**config.mk**
```make
export PLATFORM = sky130hd
export DESIGN_NAME = fir_flags
export DESIGN_NICKNAME = d
export VERILOG_FILES = /design/src/fir_pkg.sv /design/src/fir_flags.sv /design/src/fir_sts_mem.sv
export SDC_FILE = /design/constraint.sdc
export NUM_CORES = 1
export LEC_CHECK = 0
export BUFFER_PORTS_ARGS = -buffer_cell sky130_fd_sc_hd__buf_2
export CELL_PAD_IN_SITES_DETAIL_PLACEMENT = 0
export CELL_PAD_IN_SITES_GLOBAL_PLACEMENT = 2
export CORE_MARGIN = 2
export CORE_UTILIZATION = 33
export CTS_BUF_LIST = sky130_fd_sc_hd__clkbuf_16
export CTS_CLUSTER_SIZE = 20
export DETAILED_ROUTE_END_ITERATION = 7
export GPL_TIMING_DRIVEN = 0
export PLACE_DENSITY = 0.84
export SLEW_MARGIN = 20
export SYNTH_ARGS = -nofsm -noshare
export SYNTH_HDL_FRONTEND = slang
export SYNTH_SLANG_ARGS = --single-unit
export TNS_END_PERCENT = 30
```
**constraint.sdc**
```tcl
create_clock -name ref_clk -period 3.4 [get_ports ref_clk]
set_clock_uncertainty 0.2 [all_clocks]
set_input_delay 0.17 -clock ref_clk [delete_from_list [all_inputs] [get_ports ref_clk]]
set_output_delay 0.17 -clock ref_clk [all_outputs]
set_load 0.03 [all_outputs]
```
**src/fir_pkg.sv**
```systemverilog
// constants and types for the infrared flag and receive status bank
package fir_pkg;
	localparam int          FIR_DW          = 32;
	localparam int          FIR_QDEPTH      = 7;
	localparam int          FIR_PTRW        = 3;
	// register indices; byte address is four times the index
	localparam logic [31:0] FIR_IDX_FLAGS   = 32'h0c00006a;
	localparam logic [31:0] FIR_IDX_STATUS  = 32'h0c00006c;
	localparam logic [31:0] FIR_IDX_CLEAR   = 32'h0c000080;
	localparam logic [31:0] FIR_IDX_MODE    = 32'h0c000082;
	localparam logic [31:0] FIR_ADR_FLAGS   = FIR_IDX_FLAGS << 2;
	localparam logic [31:0] FIR_ADR_STATUS  = FIR_IDX_STATUS << 2;
	localparam logic [31:0] FIR_ADR_CLEAR   = FIR_IDX_CLEAR << 2;
	localparam logic [31:0] FIR_ADR_MODE    = FIR_IDX_MODE << 2;
	// interrupt_flags bit positions
	localparam int          FIR_FLG_ABORT   = 7;
	localparam int          FIR_FLG_ERR     = 6;
	localparam int          FIR_FLG_VALID   = 5;
	localparam int          FIR_FLG_DMA     = 4;
	localparam int          FIR_FLG_RXEND   = 3;
	localparam int          FIR_FLG_TXEND   = 2;
	localparam int          FIR_FLG_WRRQ    = 1;
	localparam int          FIR_FLG_RDRQ    = 0;
	localparam logic [7:0]  FIR_FLG_STICKY  = 8'hfc;
	localparam logic [7:0]  FIR_FLAGS_RST   = 8'h00;
	// receive_status_entry bit positions
	localparam int          FIR_STS_VLD     = 7;
	localparam int          FIR_STS_OVR     = 4;
	localparam int          FIR_STS_CRC     = 3;
	localparam int          FIR_STS_ABT     = 2;
	localparam int          FIR_STS_MAX     = 1;
	localparam logic [15:0] FIR_STS_IDLE    = 16'h0000;
	// fifo_clear_control and mode bits
	localparam int          FIR_CLR_RECEIVE_STATUS_ENTRY   = 1;
	localparam int          FIR_MODE_IR     = 0;
	localparam int          FIR_MODE_EN     = 1;
	localparam logic [1:0]  FIR_MODE_RST    = 2'h0;

	typedef struct packed {
		logic tx_abort;
		logic tx_err;
		logic dma_end;
		logic rx_stop;
		logic tx_stop;
	} fir_evt_t;

	typedef struct packed {
		logic fifo_overrun;
		logic crc_err;
		logic abort;
		logic max_size_overrun;
	} fir_fstat_t;

	typedef enum logic [1:0] {
		FIR_BUS_IDLE = 2'b00,
		FIR_BUS_WAIT = 2'b01
	} fir_bus_t;
endpackage

```
**src/fir_flags.sv**
```systemverilog
// interrupt flag register and receive status queue behind an ahb-lite slave
//
// The AHB-Lite interface to the registers is this design's own decision.
`timescale 1ns/1ps
module fir_flags
	import fir_pkg::*;
#(
	parameter int DEPTH = fir_pkg::FIR_QDEPTH
) (
	input  wire logic                  ref_clk,
	input  wire logic                  rst_n,
	input  wire logic                  hsel,
	input  wire logic [31:0]           haddr,
	input  wire logic [1:0]            htrans,
	input  wire logic                  hwrite,
	input  wire logic [2:0]            hsize,
	input  wire logic [31:0]           hwdata,
	input  wire logic                  hready,
	output logic      [31:0]           hrdata_ff,
	output logic                       hreadyout_ff,
	output logic                       hresp_ff,
	input  wire fir_pkg::fir_evt_t     evt,
	input  wire logic                  send_data_request,
	input  wire logic                  receive_data_request,
	input  wire logic                  frame_len_we,
	input  wire fir_pkg::fir_fstat_t   frame_stat,
	input  wire logic                  frame_last_byte_read,
	input  wire logic                  frame_len_read,
	output logic [FIR_PTRW-1:0]        sts_wr_ptr_ff,
	output logic [FIR_PTRW-1:0]        sts_rd_ptr_ff,
	output logic                       sts_clear_ff,
	output logic                       sts_full_ff,
	output logic                       ir_active_ff
);
	import fir_pkg::*;

	localparam logic [FIR_PTRW:0] CNT_MAX = (FIR_PTRW+1)'(DEPTH);

	// bus state
	fir_bus_t          bus_st_ff;
	fir_bus_t          nxt_bus_st;
	logic [31:0]       req_addr_ff;
	logic [31:0]       nxt_req_addr;
	logic              req_write_ff;
	logic              nxt_req_write;
	logic [31:0]       nxt_hrdata;
	logic              nxt_hreadyout;
	logic              nxt_hresp;
	logic              accept;
	logic              do_rd;
	logic              do_wr;

	// register state
	logic [7:0]        flags_ff;
	logic [7:0]        nxt_flags;
	logic [7:0]        flag_set;

	// control state
	logic [1:0]        mode_ff;
	logic [1:0]        nxt_mode;
	logic              nxt_clear;

	// queue state
	logic [FIR_PTRW-1:0] nxt_wr_ptr;
	logic [FIR_PTRW-1:0] nxt_rd_ptr;
	logic [FIR_PTRW-1:0] vld_ptr_ff;
	logic [FIR_PTRW-1:0] nxt_vld_ptr;
	logic [FIR_PTRW:0]   cnt_ff;
	logic [FIR_PTRW:0]   nxt_cnt;
	logic [FIR_PTRW:0]   vcnt_ff;
	logic [FIR_PTRW:0]   nxt_vcnt;
	logic [DEPTH-1:0]    vld_ff;
	logic [DEPTH-1:0]    nxt_vld;
	logic                rd_seen_ff;
	logic                nxt_rd_seen;
	logic                push;
	logic                mark;
	logic                pop;
	logic                nxt_full;
	logic                nxt_active;
	logic [3:0]          mem_rdata;
	logic [15:0]         sts_view;

	// wrap at the queue depth, not at the pointer width
	function automatic logic [FIR_PTRW-1:0] ptr_inc(input logic [FIR_PTRW-1:0] p);
		logic [FIR_PTRW-1:0] r;
		if (int'(p) == DEPTH - 1) begin
			r = '0;
		end else begin
			r = p + 1'b1;
		end
		return r;
	endfunction

	// status bits of each frame, indexed by the shared pointers
	fir_sts_mem #(
		.W  (4),
		.D  (DEPTH),
		.AW (FIR_PTRW)
	) u_mem (
		.ref_clk  (ref_clk),
		.rst_n    (rst_n),
		.we       (push),
		.waddr    (sts_wr_ptr_ff),
		.wdata    (frame_stat),
		.raddr    (nxt_rd_ptr),
		.rdata_ff (mem_rdata)
	);

	// bus slave: one wait state, side effects in the data phase
	// taken only while idle; hready is low in the wait state
	// hsize is ignored; every register is one whole word
	assign accept = hsel && hready && htrans[1];
	assign do_rd  = (bus_st_ff == FIR_BUS_WAIT) && !req_write_ff;
	assign do_wr  = (bus_st_ff == FIR_BUS_WAIT) && req_write_ff;

	always_comb begin
		nxt_bus_st    = bus_st_ff;
		nxt_req_addr  = req_addr_ff;
		nxt_req_write = req_write_ff;
		nxt_hreadyout = 1'b1;
		nxt_hresp     = 1'b0;
		case (bus_st_ff)
			FIR_BUS_IDLE: begin
				if (accept) begin
					nxt_bus_st    = FIR_BUS_WAIT;
					nxt_req_addr  = haddr;
					nxt_req_write = hwrite;
					nxt_hreadyout = 1'b0;
				end
			end
			FIR_BUS_WAIT: begin
				nxt_bus_st = FIR_BUS_IDLE;
			end
			default: begin
				nxt_bus_st = FIR_BUS_IDLE;
			end
		endcase
	end

	// status view: zero outside infrared operation or when empty
	// entries stay queued while stopped; only the view is gated
	always_comb begin
		sts_view = FIR_STS_IDLE;
		if (ir_active_ff && cnt_ff != '0) begin
			sts_view[FIR_STS_VLD] = vld_ff[sts_rd_ptr_ff];
			sts_view[FIR_STS_OVR] = mem_rdata[3];
			sts_view[FIR_STS_CRC] = mem_rdata[2];
			sts_view[FIR_STS_ABT] = mem_rdata[1];
			sts_view[FIR_STS_MAX] = mem_rdata[0];
		end
	end

	// read data holds until the next read completes
	always_comb begin
		nxt_hrdata = hrdata_ff;
		if (do_rd) begin
			nxt_hrdata = '0;
			case (req_addr_ff)
				FIR_ADR_FLAGS: begin
					nxt_hrdata[7:0] = flags_ff;
				end
				FIR_ADR_STATUS: begin
					nxt_hrdata[15:0] = sts_view;
				end
				FIR_ADR_MODE: begin
					nxt_hrdata[1:0] = mode_ff;
				end
				default: begin
					nxt_hrdata = '0;
				end
			endcase
		end
	end

	// mode and clear control
	// a mode write restarts the queue only on a rising enable
	always_comb begin
		nxt_mode  = mode_ff;
		nxt_clear = 1'b0;
		if (do_wr && req_addr_ff == FIR_ADR_MODE) begin
			nxt_mode = hwdata[1:0];
			if (hwdata[FIR_MODE_EN] && !mode_ff[FIR_MODE_EN]) begin
				nxt_clear = 1'b1;
			end
		end
		if (do_wr && req_addr_ff == FIR_ADR_CLEAR && hwdata[FIR_CLR_RECEIVE_STATUS_ENTRY]) begin
			nxt_clear = 1'b1;
		end
		nxt_active = nxt_mode[FIR_MODE_IR] && nxt_mode[FIR_MODE_EN];
	end

	// interrupt flags: set wins over read clear
	always_comb begin
		flag_set                = '0;
		flag_set[FIR_FLG_ABORT] = evt.tx_abort;
		flag_set[FIR_FLG_ERR]   = evt.tx_err;
		flag_set[FIR_FLG_VALID] = mark;
		flag_set[FIR_FLG_DMA]   = evt.dma_end;
		flag_set[FIR_FLG_RXEND] = evt.rx_stop;
		flag_set[FIR_FLG_TXEND] = evt.tx_stop;
		nxt_flags = flags_ff;
		if (do_rd && req_addr_ff == FIR_ADR_FLAGS) begin
			nxt_flags = flags_ff & ~FIR_FLG_STICKY;
		end
		nxt_flags = nxt_flags | (flag_set & FIR_FLG_STICKY);
		// bits 1 and 0 follow the request lines, no read clear
		nxt_flags[FIR_FLG_WRRQ] = send_data_request;
		nxt_flags[FIR_FLG_RDRQ] = receive_data_request;
	end

	// status queue pointers and valid marks
	// a push while full is dropped without notice
	// marks run from the oldest unmarked entry
	assign push = frame_len_we && cnt_ff != CNT_MAX && !sts_clear_ff;
	assign mark = frame_last_byte_read && vcnt_ff != cnt_ff && !sts_clear_ff;
	assign pop  = frame_len_read && rd_seen_ff && vcnt_ff != '0;

	always_comb begin
		nxt_wr_ptr  = sts_wr_ptr_ff;
		nxt_rd_ptr  = sts_rd_ptr_ff;
		nxt_vld_ptr = vld_ptr_ff;
		nxt_cnt     = cnt_ff;
		nxt_vcnt    = vcnt_ff;
		nxt_vld     = vld_ff;
		nxt_rd_seen = rd_seen_ff;
		if (do_rd && req_addr_ff == FIR_ADR_STATUS) begin
			nxt_rd_seen = sts_view[FIR_STS_VLD];
		end
		if (push) begin
			nxt_wr_ptr = ptr_inc(sts_wr_ptr_ff);
			nxt_vld[sts_wr_ptr_ff] = 1'b0;
		end
		if (mark) begin
			nxt_vld[vld_ptr_ff] = 1'b1;
			nxt_vld_ptr = ptr_inc(vld_ptr_ff);
		end
		if (pop) begin
			nxt_rd_ptr = ptr_inc(sts_rd_ptr_ff);
			nxt_vld[sts_rd_ptr_ff] = 1'b0;
			nxt_rd_seen = 1'b0;
		end
		nxt_cnt  = cnt_ff + (FIR_PTRW+1)'(push) - (FIR_PTRW+1)'(pop);
		nxt_vcnt = vcnt_ff + (FIR_PTRW+1)'(mark) - (FIR_PTRW+1)'(pop);
		// a clear overrides every move in the same cycle
		if (sts_clear_ff) begin
			nxt_wr_ptr  = '0;
			nxt_rd_ptr  = '0;
			nxt_vld_ptr = '0;
			nxt_cnt     = '0;
			nxt_vcnt    = '0;
			nxt_vld     = '0;
			nxt_rd_seen = 1'b0;
		end
		nxt_full = nxt_cnt == CNT_MAX;
	end

	// bus and read data registers
	always_ff @(posedge ref_clk or negedge rst_n) begin
		if (!rst_n) begin
			bus_st_ff     <= FIR_BUS_IDLE;
			req_addr_ff   <= '0;
			req_write_ff  <= 1'b0;
			hrdata_ff     <= '0;
			hreadyout_ff  <= 1'b1;
			hresp_ff      <= 1'b0;
		end else begin
			bus_st_ff     <= nxt_bus_st;
			req_addr_ff   <= nxt_req_addr;
			req_write_ff  <= nxt_req_write;
			hrdata_ff     <= nxt_hrdata;
			hreadyout_ff  <= nxt_hreadyout;
			hresp_ff      <= nxt_hresp;
		end
	end

	// flag register
	always_ff @(posedge ref_clk or negedge rst_n) begin
		if (!rst_n) begin
			flags_ff      <= FIR_FLAGS_RST;
		end else begin
			flags_ff      <= nxt_flags;
		end
	end

	// mode and clear registers
	always_ff @(posedge ref_clk or negedge rst_n) begin
		if (!rst_n) begin
			mode_ff       <= FIR_MODE_RST;
			sts_clear_ff  <= 1'b0;
			ir_active_ff  <= 1'b0;
		end else begin
			mode_ff       <= nxt_mode;
			sts_clear_ff  <= nxt_clear;
			ir_active_ff  <= nxt_active;
		end
	end

	// queue registers
	always_ff @(posedge ref_clk or negedge rst_n) begin
		if (!rst_n) begin
			sts_wr_ptr_ff <= '0;
			sts_rd_ptr_ff <= '0;
			vld_ptr_ff    <= '0;
			cnt_ff        <= '0;
			vcnt_ff       <= '0;
			vld_ff        <= '0;
			rd_seen_ff    <= 1'b0;
			sts_full_ff   <= 1'b0;
		end else begin
			sts_wr_ptr_ff <= nxt_wr_ptr;
			sts_rd_ptr_ff <= nxt_rd_ptr;
			vld_ptr_ff    <= nxt_vld_ptr;
			cnt_ff        <= nxt_cnt;
			vcnt_ff       <= nxt_vcnt;
			vld_ff        <= nxt_vld;
			rd_seen_ff    <= nxt_rd_seen;
			sts_full_ff   <= nxt_full;
		end
	end
endmodule

```
**src/fir_sts_mem.sv**
```systemverilog
// small status memory with registered read data
`timescale 1ns/1ps
module fir_sts_mem #(
	parameter int W = 4,
	parameter int D = 7,
	parameter int AW = 3
) (
	input  wire logic          ref_clk,
	input  wire logic          rst_n,
	input  wire logic          we,
	input  wire logic [AW-1:0] waddr,
	input  wire logic [W-1:0]  wdata,
	input  wire logic [AW-1:0] raddr,
	output logic      [W-1:0]  rdata_ff
);
	logic [W-1:0] mem_ff [D];
	logic [W-1:0] nxt_rdata;

	always_comb begin
		nxt_rdata = '0;
		if (int'(raddr) < D) begin
			nxt_rdata = mem_ff[raddr];
		end
		// write-through so a head written this cycle is not stale
		if (we && waddr == raddr) begin
			nxt_rdata = wdata;
		end
	end

	always_ff @(posedge ref_clk) begin
		if (we && int'(waddr) < D) begin
			mem_ff[waddr] <= wdata;
		end
	end

	always_ff @(posedge ref_clk or negedge rst_n) begin
		if (!rst_n) begin
			rdata_ff <= '0;
		end else begin
			rdata_ff <= nxt_rdata;
		end
	end
endmodule

```
# Yosys cells after proc, flatten, opt, wreduce, memory -nomap -nowiden
# Memories as Yosys holds them, arrays and structs flattened.
# Index checks and enable logic that the tools add are counted.
[word_totals]
register_bits = 86
latch_bits = 0
mem_bits_rw = 28
romBits = 0
input_bits = 88
out_inout_bits = 43
wordCells = 129
n_memories = 1
[classes]
add_sub_neg = 7
multipliers = 0
n_div = 0
order_cmp = 8
eq_ne = 13
shift = 0
n_mux = 43
bitwise_logic = 6
reduce_logical = 33
[memory_table]
columns = ["name", "depth", "word_bits", "rd", "rd_ports_with_merged_regs", "wr", "line", "rtl"]
rows = [
  ["u_mem.mem_ff", 7, 4, 1, 0, 1, "fir_sts_mem.sv:16", "logic [W-1:0] mem_ff [D];"],
]
[ops]
columns = ["operator", "n"]
rows = [
  ["$eq 32x30->1 const B", 4],
  ["$mux 7", 4],
  ["$mux 3", 9],
  ["$logic_and 1x1->1", 23],
  ["$mux 4", 5],
  ["$mux 1", 15],
  ["$and 7x7->7", 2],
  ["$not 7->7", 2],
  ["$lt 3x4->1 const B", 3],
  ["$pmux 6 s2", 1],
  ["$add 3x1->3 const B", 3],
  ["$demux 1 s3", 3],
  ["$eq 3x2->1 const B", 3],
  ["$ge 3x1->1 const B", 3],
  ["$add 4x1->4", 2],
  ["$mux 8", 1],
  ["$or 8x8->8", 1],
  ["$reduce_bool 4->1", 2],
  ["$sub 4x1->4", 2],
  ["$or 7x7->7", 1],
  ["$lt 3x3->1 const B", 2],
  ["$mux 2", 3],
  ["$pmux 2 s3", 1],
  ["$eq 4x3->1 const B", 1],
  ["other kinds (11)", 14],
]

# Depth between registers and ports, before layout
[logic_depth]
word_depth = 12
ltp_mapped = 14
mapped_depth_nobuf = 13

# By module
# From an unflattened synthesis, not the netlist that was laid out.
[hier_totals]
hier_cells = 496
hier_area_um2 = 5447.7
[by_module_without_submodules]
columns = ["module", "instances", "cells_each", "area_per_inst_um2", "seq_area_each_um2"]
rows = [
  ["fir_flags", 1, 420, 4139.0, 2028.2],
  ["fir_sts_mem", 1, 76, 1308.8, 940.9],
]

# Worst setup path after synthesis
# No wires, ideal clock.
[synth_timing]
path_type = "flip-flop to flip-flop"
start = "reg vcnt_ff[2]"
end = "reg sts_full_ff"
setup_ps = 100
arrival_time_ps = 2556
t_required_ps = 3100
slack_ps = 543
path_stages_with_launch = 13
n_path_buf = 1
synth_period_minus_slack_ps = 2857
path_cell_list = "dfrtp_1 > inv_1 > ha_1 > or3b_1 > buf_6 > nand2_1 > inv_1 > ha_1 > inv_1 > ha_1 > fa_1 > nor2b_1 > nor4bb_1"
[synth_via]
elab_chain_len = 5
[synth_lines]
columns = ["item", "line", "rtl"]
rows = [
  ["start: declaration", "fir_flags.sv:70", "logic [FIR_PTRW:0] vcnt_ff;"],
  ["start signal: assignment", "fir_flags.sv:315", "vcnt_ff <= nxt_vcnt;"],
  ["$reduce_bool 4->1", "fir_flags.sv:217", "assign pop = frame_len_read && rd_seen_ff && vcnt_ff != '0;"],
  ["$logic_and 1x1->1", "fir_flags.sv:217", ""],
  ["$sub 4x1->4", "fir_flags.sv:243", "nxt_cnt = cnt_ff + (FIR_PTRW+1)'(push) - (FIR_PTRW+1)'(pop);"],
  ["$mux 4", "fir_flags.sv:246", "if (sts_clear_ff) begin"],
  ["named net nxt_cnt[1]", "fir_flags.sv:69", "logic [FIR_PTRW:0] nxt_cnt;"],
  ["$eq 4x3->1", "fir_flags.sv:255", "nxt_full = nxt_cnt == CNT_MAX;"],
  ["named net nxt_full", "fir_flags.sv:79", "logic nxt_full;"],
  ["end signal: assignment", "fir_flags.sv:318", "sts_full_ff <= nxt_full;"],
  ["end: declaration", "fir_flags.sv:32", "output logic sts_full_ff,"],
]
# The timed path passes the listed nets, and every way through them passes these cells.
# A chain may end at the register's enable or synchronous reset.

# Worst setup path after layout
[layout_timing]
start = "reg sts_clear_ff"
end = "reg vcnt_ff[2]"
[layout_via]
elab_chain_len = 5
[layout_lines]
columns = ["item", "line", "rtl"]
rows = [
  ["start: declaration", "fir_flags.sv:31", "output logic sts_clear_ff,"],
  ["start signal: assignment", "fir_flags.sv:294", "sts_clear_ff <= nxt_clear;"],
  ["$logic_not 1->1", "fir_flags.sv:216", "assign mark = frame_last_byte_read && vcnt_ff != cnt_ff && !sts_clear_ff;"],
  ["$logic_and 1x1->1", "fir_flags.sv:216", ""],
  ["$add 4x1->4", "fir_flags.sv:244", "nxt_vcnt = vcnt_ff + (FIR_PTRW+1)'(mark) - (FIR_PTRW+1)'(pop);"],
  ["$sub 4x1->4", "fir_flags.sv:244", ""],
  ["$mux 4 *", "fir_flags.sv:246", ""],
  ["named net nxt_vcnt[2]", "fir_flags.sv:71", "logic [FIR_PTRW:0] nxt_vcnt;"],
]
# Mark *: on every way through the listed nets, which the timed path passes. The rest lies on a longest branch.

==> flow_summary.ini <==
[die]
dieArea_um2 = 18200
die_width_um = 135
core_area_um2 = 16700
num_io_pins = 131
start_util_pct = 33.9
fp.dieH_um = 135
fp-row-count = 47

[worst_hold_path]
hp-class = input port to async pin

[cts]
cts_buffer_depth = 2
cts_setup_buffers = 0
cts.sinks = 113
cts_root_buffer = clkbuf_16
cts_tree = yes
clk_pin_slew_worst_paths_ns = 0.05
clk_latency_ns = 0.41
cts_buffers = 17
cts_htree_levels = 4

[flow_run]
drv_cap = 0

[worst_setup_path]
cp.required_ns = 3.47
cpPeakStageDelay_ns = 0.42
end_kind = flop
path_class = flop to flop
critical_path.slowest_cell = nor2_1
crit_fanout = 10
start_kind = flop
arrival_ns = 3.20
crit_chain = clkbuf_8, clkbuf_1, clkbuf_2, nor2_1, inv_1, ha_1, inv_1, ha_1, fa_1, xnor2_1, nor2_1

[sta]
final.period_utilization_pct = 92.0
slew_viol_final = 0
finalSetupViolCount = 0
rsz0062_at_grt = no
hold_violations = 0
max_slew_margin_pct = 35.9
min_period_ns = 3.13
fmax_ghz = 0.320
fin_tns_setup_ns = 0
worst_pin_slew_ns = 0.954
holdWs_ns = 0.0483

[global_route]
grt_pass1_wl_um = 22800
antenna_found_initial = 0
track_usage_pct = 16.2
grt_pass1_vias = 4566
grt_max_degree = 59
grt-ovfl-total = 0

[final_layout]
n_fill_cell = 1629
syn2layout_area_growth_pct = 32.0
drive_gt1_share_pct = 22.1
diodes = 0
instances_no_fill = 959
fin_nets = 827
final_util_pct = 44.8

[logic_synthesis]
muxShareOfSynthArea_pct = 1.75
syn_area_um2 = 5660
avgSynthCellArea_um2 = 10.1
synth_commonest_cells = 130 x nand2_1, 84 x dfrtp_1, 30 x nor2_1, 28 x buf_4, 28 x edfxtp_1
yosys.area_share.simple_pct = 19.8
syn_inst = 561
yosysTopAreaCellShare_pct = 37.1
synth-main-ff-cell = dfrtp_1
ys_seq_area_share_pct = 52.4
synth-compound-area-share_pct = 13.8
synthTopCellsByArea = dfrtp_1 37%, edfxtp_1 15%, nand2_1 8.6%
synth_xor_area_share_pct = 1.52
yosys_warnings = 0
synth_most_common_cell = nand2_1
synth-edff-count = 28
synth_top_family_by_area = simple AND/OR/NAND/NOR gates
synth-adder-area-share_pct = 3.14
synth_top_cell_by_area = dfrtp_1
async_flop_share_pct = 75.2
synth-seq-cells = 113
synthDistinctLibCells = 76

[place]
dp.cells = 877
dp_hpwl_um = 10300
portBuffers = 71
routabilityCongestion = 0.843

[routing]
drc = 0
drt_iter0_markers = 279
dr.pass1.iters = 5
drt-vias-per-instance = 4.80
antenna_left = 0
wirelength_um = 14100
drt-wirelength-per-cell_um = 14.7
vias = 4600

[power_and_ir_drop]
power_mw = 4.74
peakVddDrop_mv = 0.375
leakage_nw = 3.45
power_density_nw_per_um2 = 635

[status]
status = complete, no violations
==> worst max-delay path: cells and delay by family, from the launching register on <==
kind | cells | cell delay (ns)
flops | 1 | 0.41
simple gates | 2 | 0.48
fa+ha+maj | 3 | 0.87
xor+xnor | 1 | 0.17
buf+inv | 5 | 0.86
==> layout by cell type, fill, tap and decap left out, types with 13 or more instances in the layout <==
master | Yosys | layout
nand2_1 | 130 | 129
dfrtp_1 | 84 | 84
buf_2 | 3 | 73
dlygate4sd3_1 | 0 | 50
nor2_1 | 30 | 30
buf_4 | 28 | 29
inv_1 | 25 | 28
edfxtp_1 | 28 | 28
conb_1 | 1 | 25
clkbuf_16 | 0 | 18
nand3_1 | 16 | 16
o21ai_0 | 16 | 16
a21o_1 | 13 | 13
==> final timing paths <==
path,cells after the start,startpoint,endpoint,slack (ns)
min in group ref_clk,4,htrans[1],req_addr_ff[2],0.11
worst max-delay path,11,sts_clear_ff,vcnt_ff[2],0.27
worst max register to register,11,sts_clear_ff,vcnt_ff[2],0.27
max in group asynchronous,3,rst_n,hreadyout_ff,2.27
worst min-delay path,2,rst_n,sts_rd_ptr_ff[2],0.05
worst min register to register,2,hrdata_ff[3],hrdata_ff[3],0.27
==> per-stage QoR <==
stage,setup slack [ns],instance area (µm²)
floorplan,0.543,5750
global placement,0.0697,6380
detailed placement,-0.0245,6410
CTS,0.142,7470
global route,0.0929,7480
finish,0.272,7480
==> sequential cells by signal, summed over array words and instances, names as in the netlist, 2 cells and up <==
signal / flops
cnt_ff: 4
flags_ff: 8
hrdata_ff: 8
mode_ff: 2
req_addr_ff: 32
sts_rd_ptr_ff: 3
sts_wr_ptr_ff: 3
u_mem.mem_ff: 28
u_mem.rdata_ff: 4
vcnt_ff: 4
vld_ff: 7
vld_ptr_ff: 3
==> per-layer routing <==
metal | part of all wire, % | up-vias | track usage, %
met5 | 0 | - | 0
met2 | 47 | 147 | 26.3
met4 | 0.42 | 0 | 3.41
met1 | 46 | 2201 | 21.1
met3 | 6.3 | 6 | 5.67
li1 | - | 2246 | -
==> timing repair <==
action	4_1_cts	5_1_grt
hold buffers	50	0
pin swaps	0	0
hold endpoints to repair	164	0
gates resized for setup	1	2
setup endpoints to repair	2	2
==> power by group <==
group          leakage [nW]  total, mW  internal [mW]  switching [mW]
combinational          1.87       1.26          0.564           0.698
clock                 0.283       1.61           1.03           0.588
sequential             1.30       1.87           1.67           0.194
total                  3.45       4.74           3.27            1.48
==> logic make-up after synthesis <==
family                   Yosys count
multiplexers                       9
flip-flops                       113
other                              1
adder cells (fa/ha/maj)           13
AND/OR/NAND/NOR                  236
buffers and inverters             76
AO/OA/AOI/OAI                    104
XOR/XNOR                           9
==> layout make-up <==
cell class	count	area [µm²]	share of cell area, %
well taps	220	275	3.68
inverters	27	106	1.42
clock inverters	14	98.8	1.32
plain buffers	49	323	4.32
repair buffers	122	886	11.8
flip-flops and latches	113	2970	39.7
multi-input cells	396	2370	31.7
clock buffers	18	450	6.03
(Power assumes the default switching activity.)
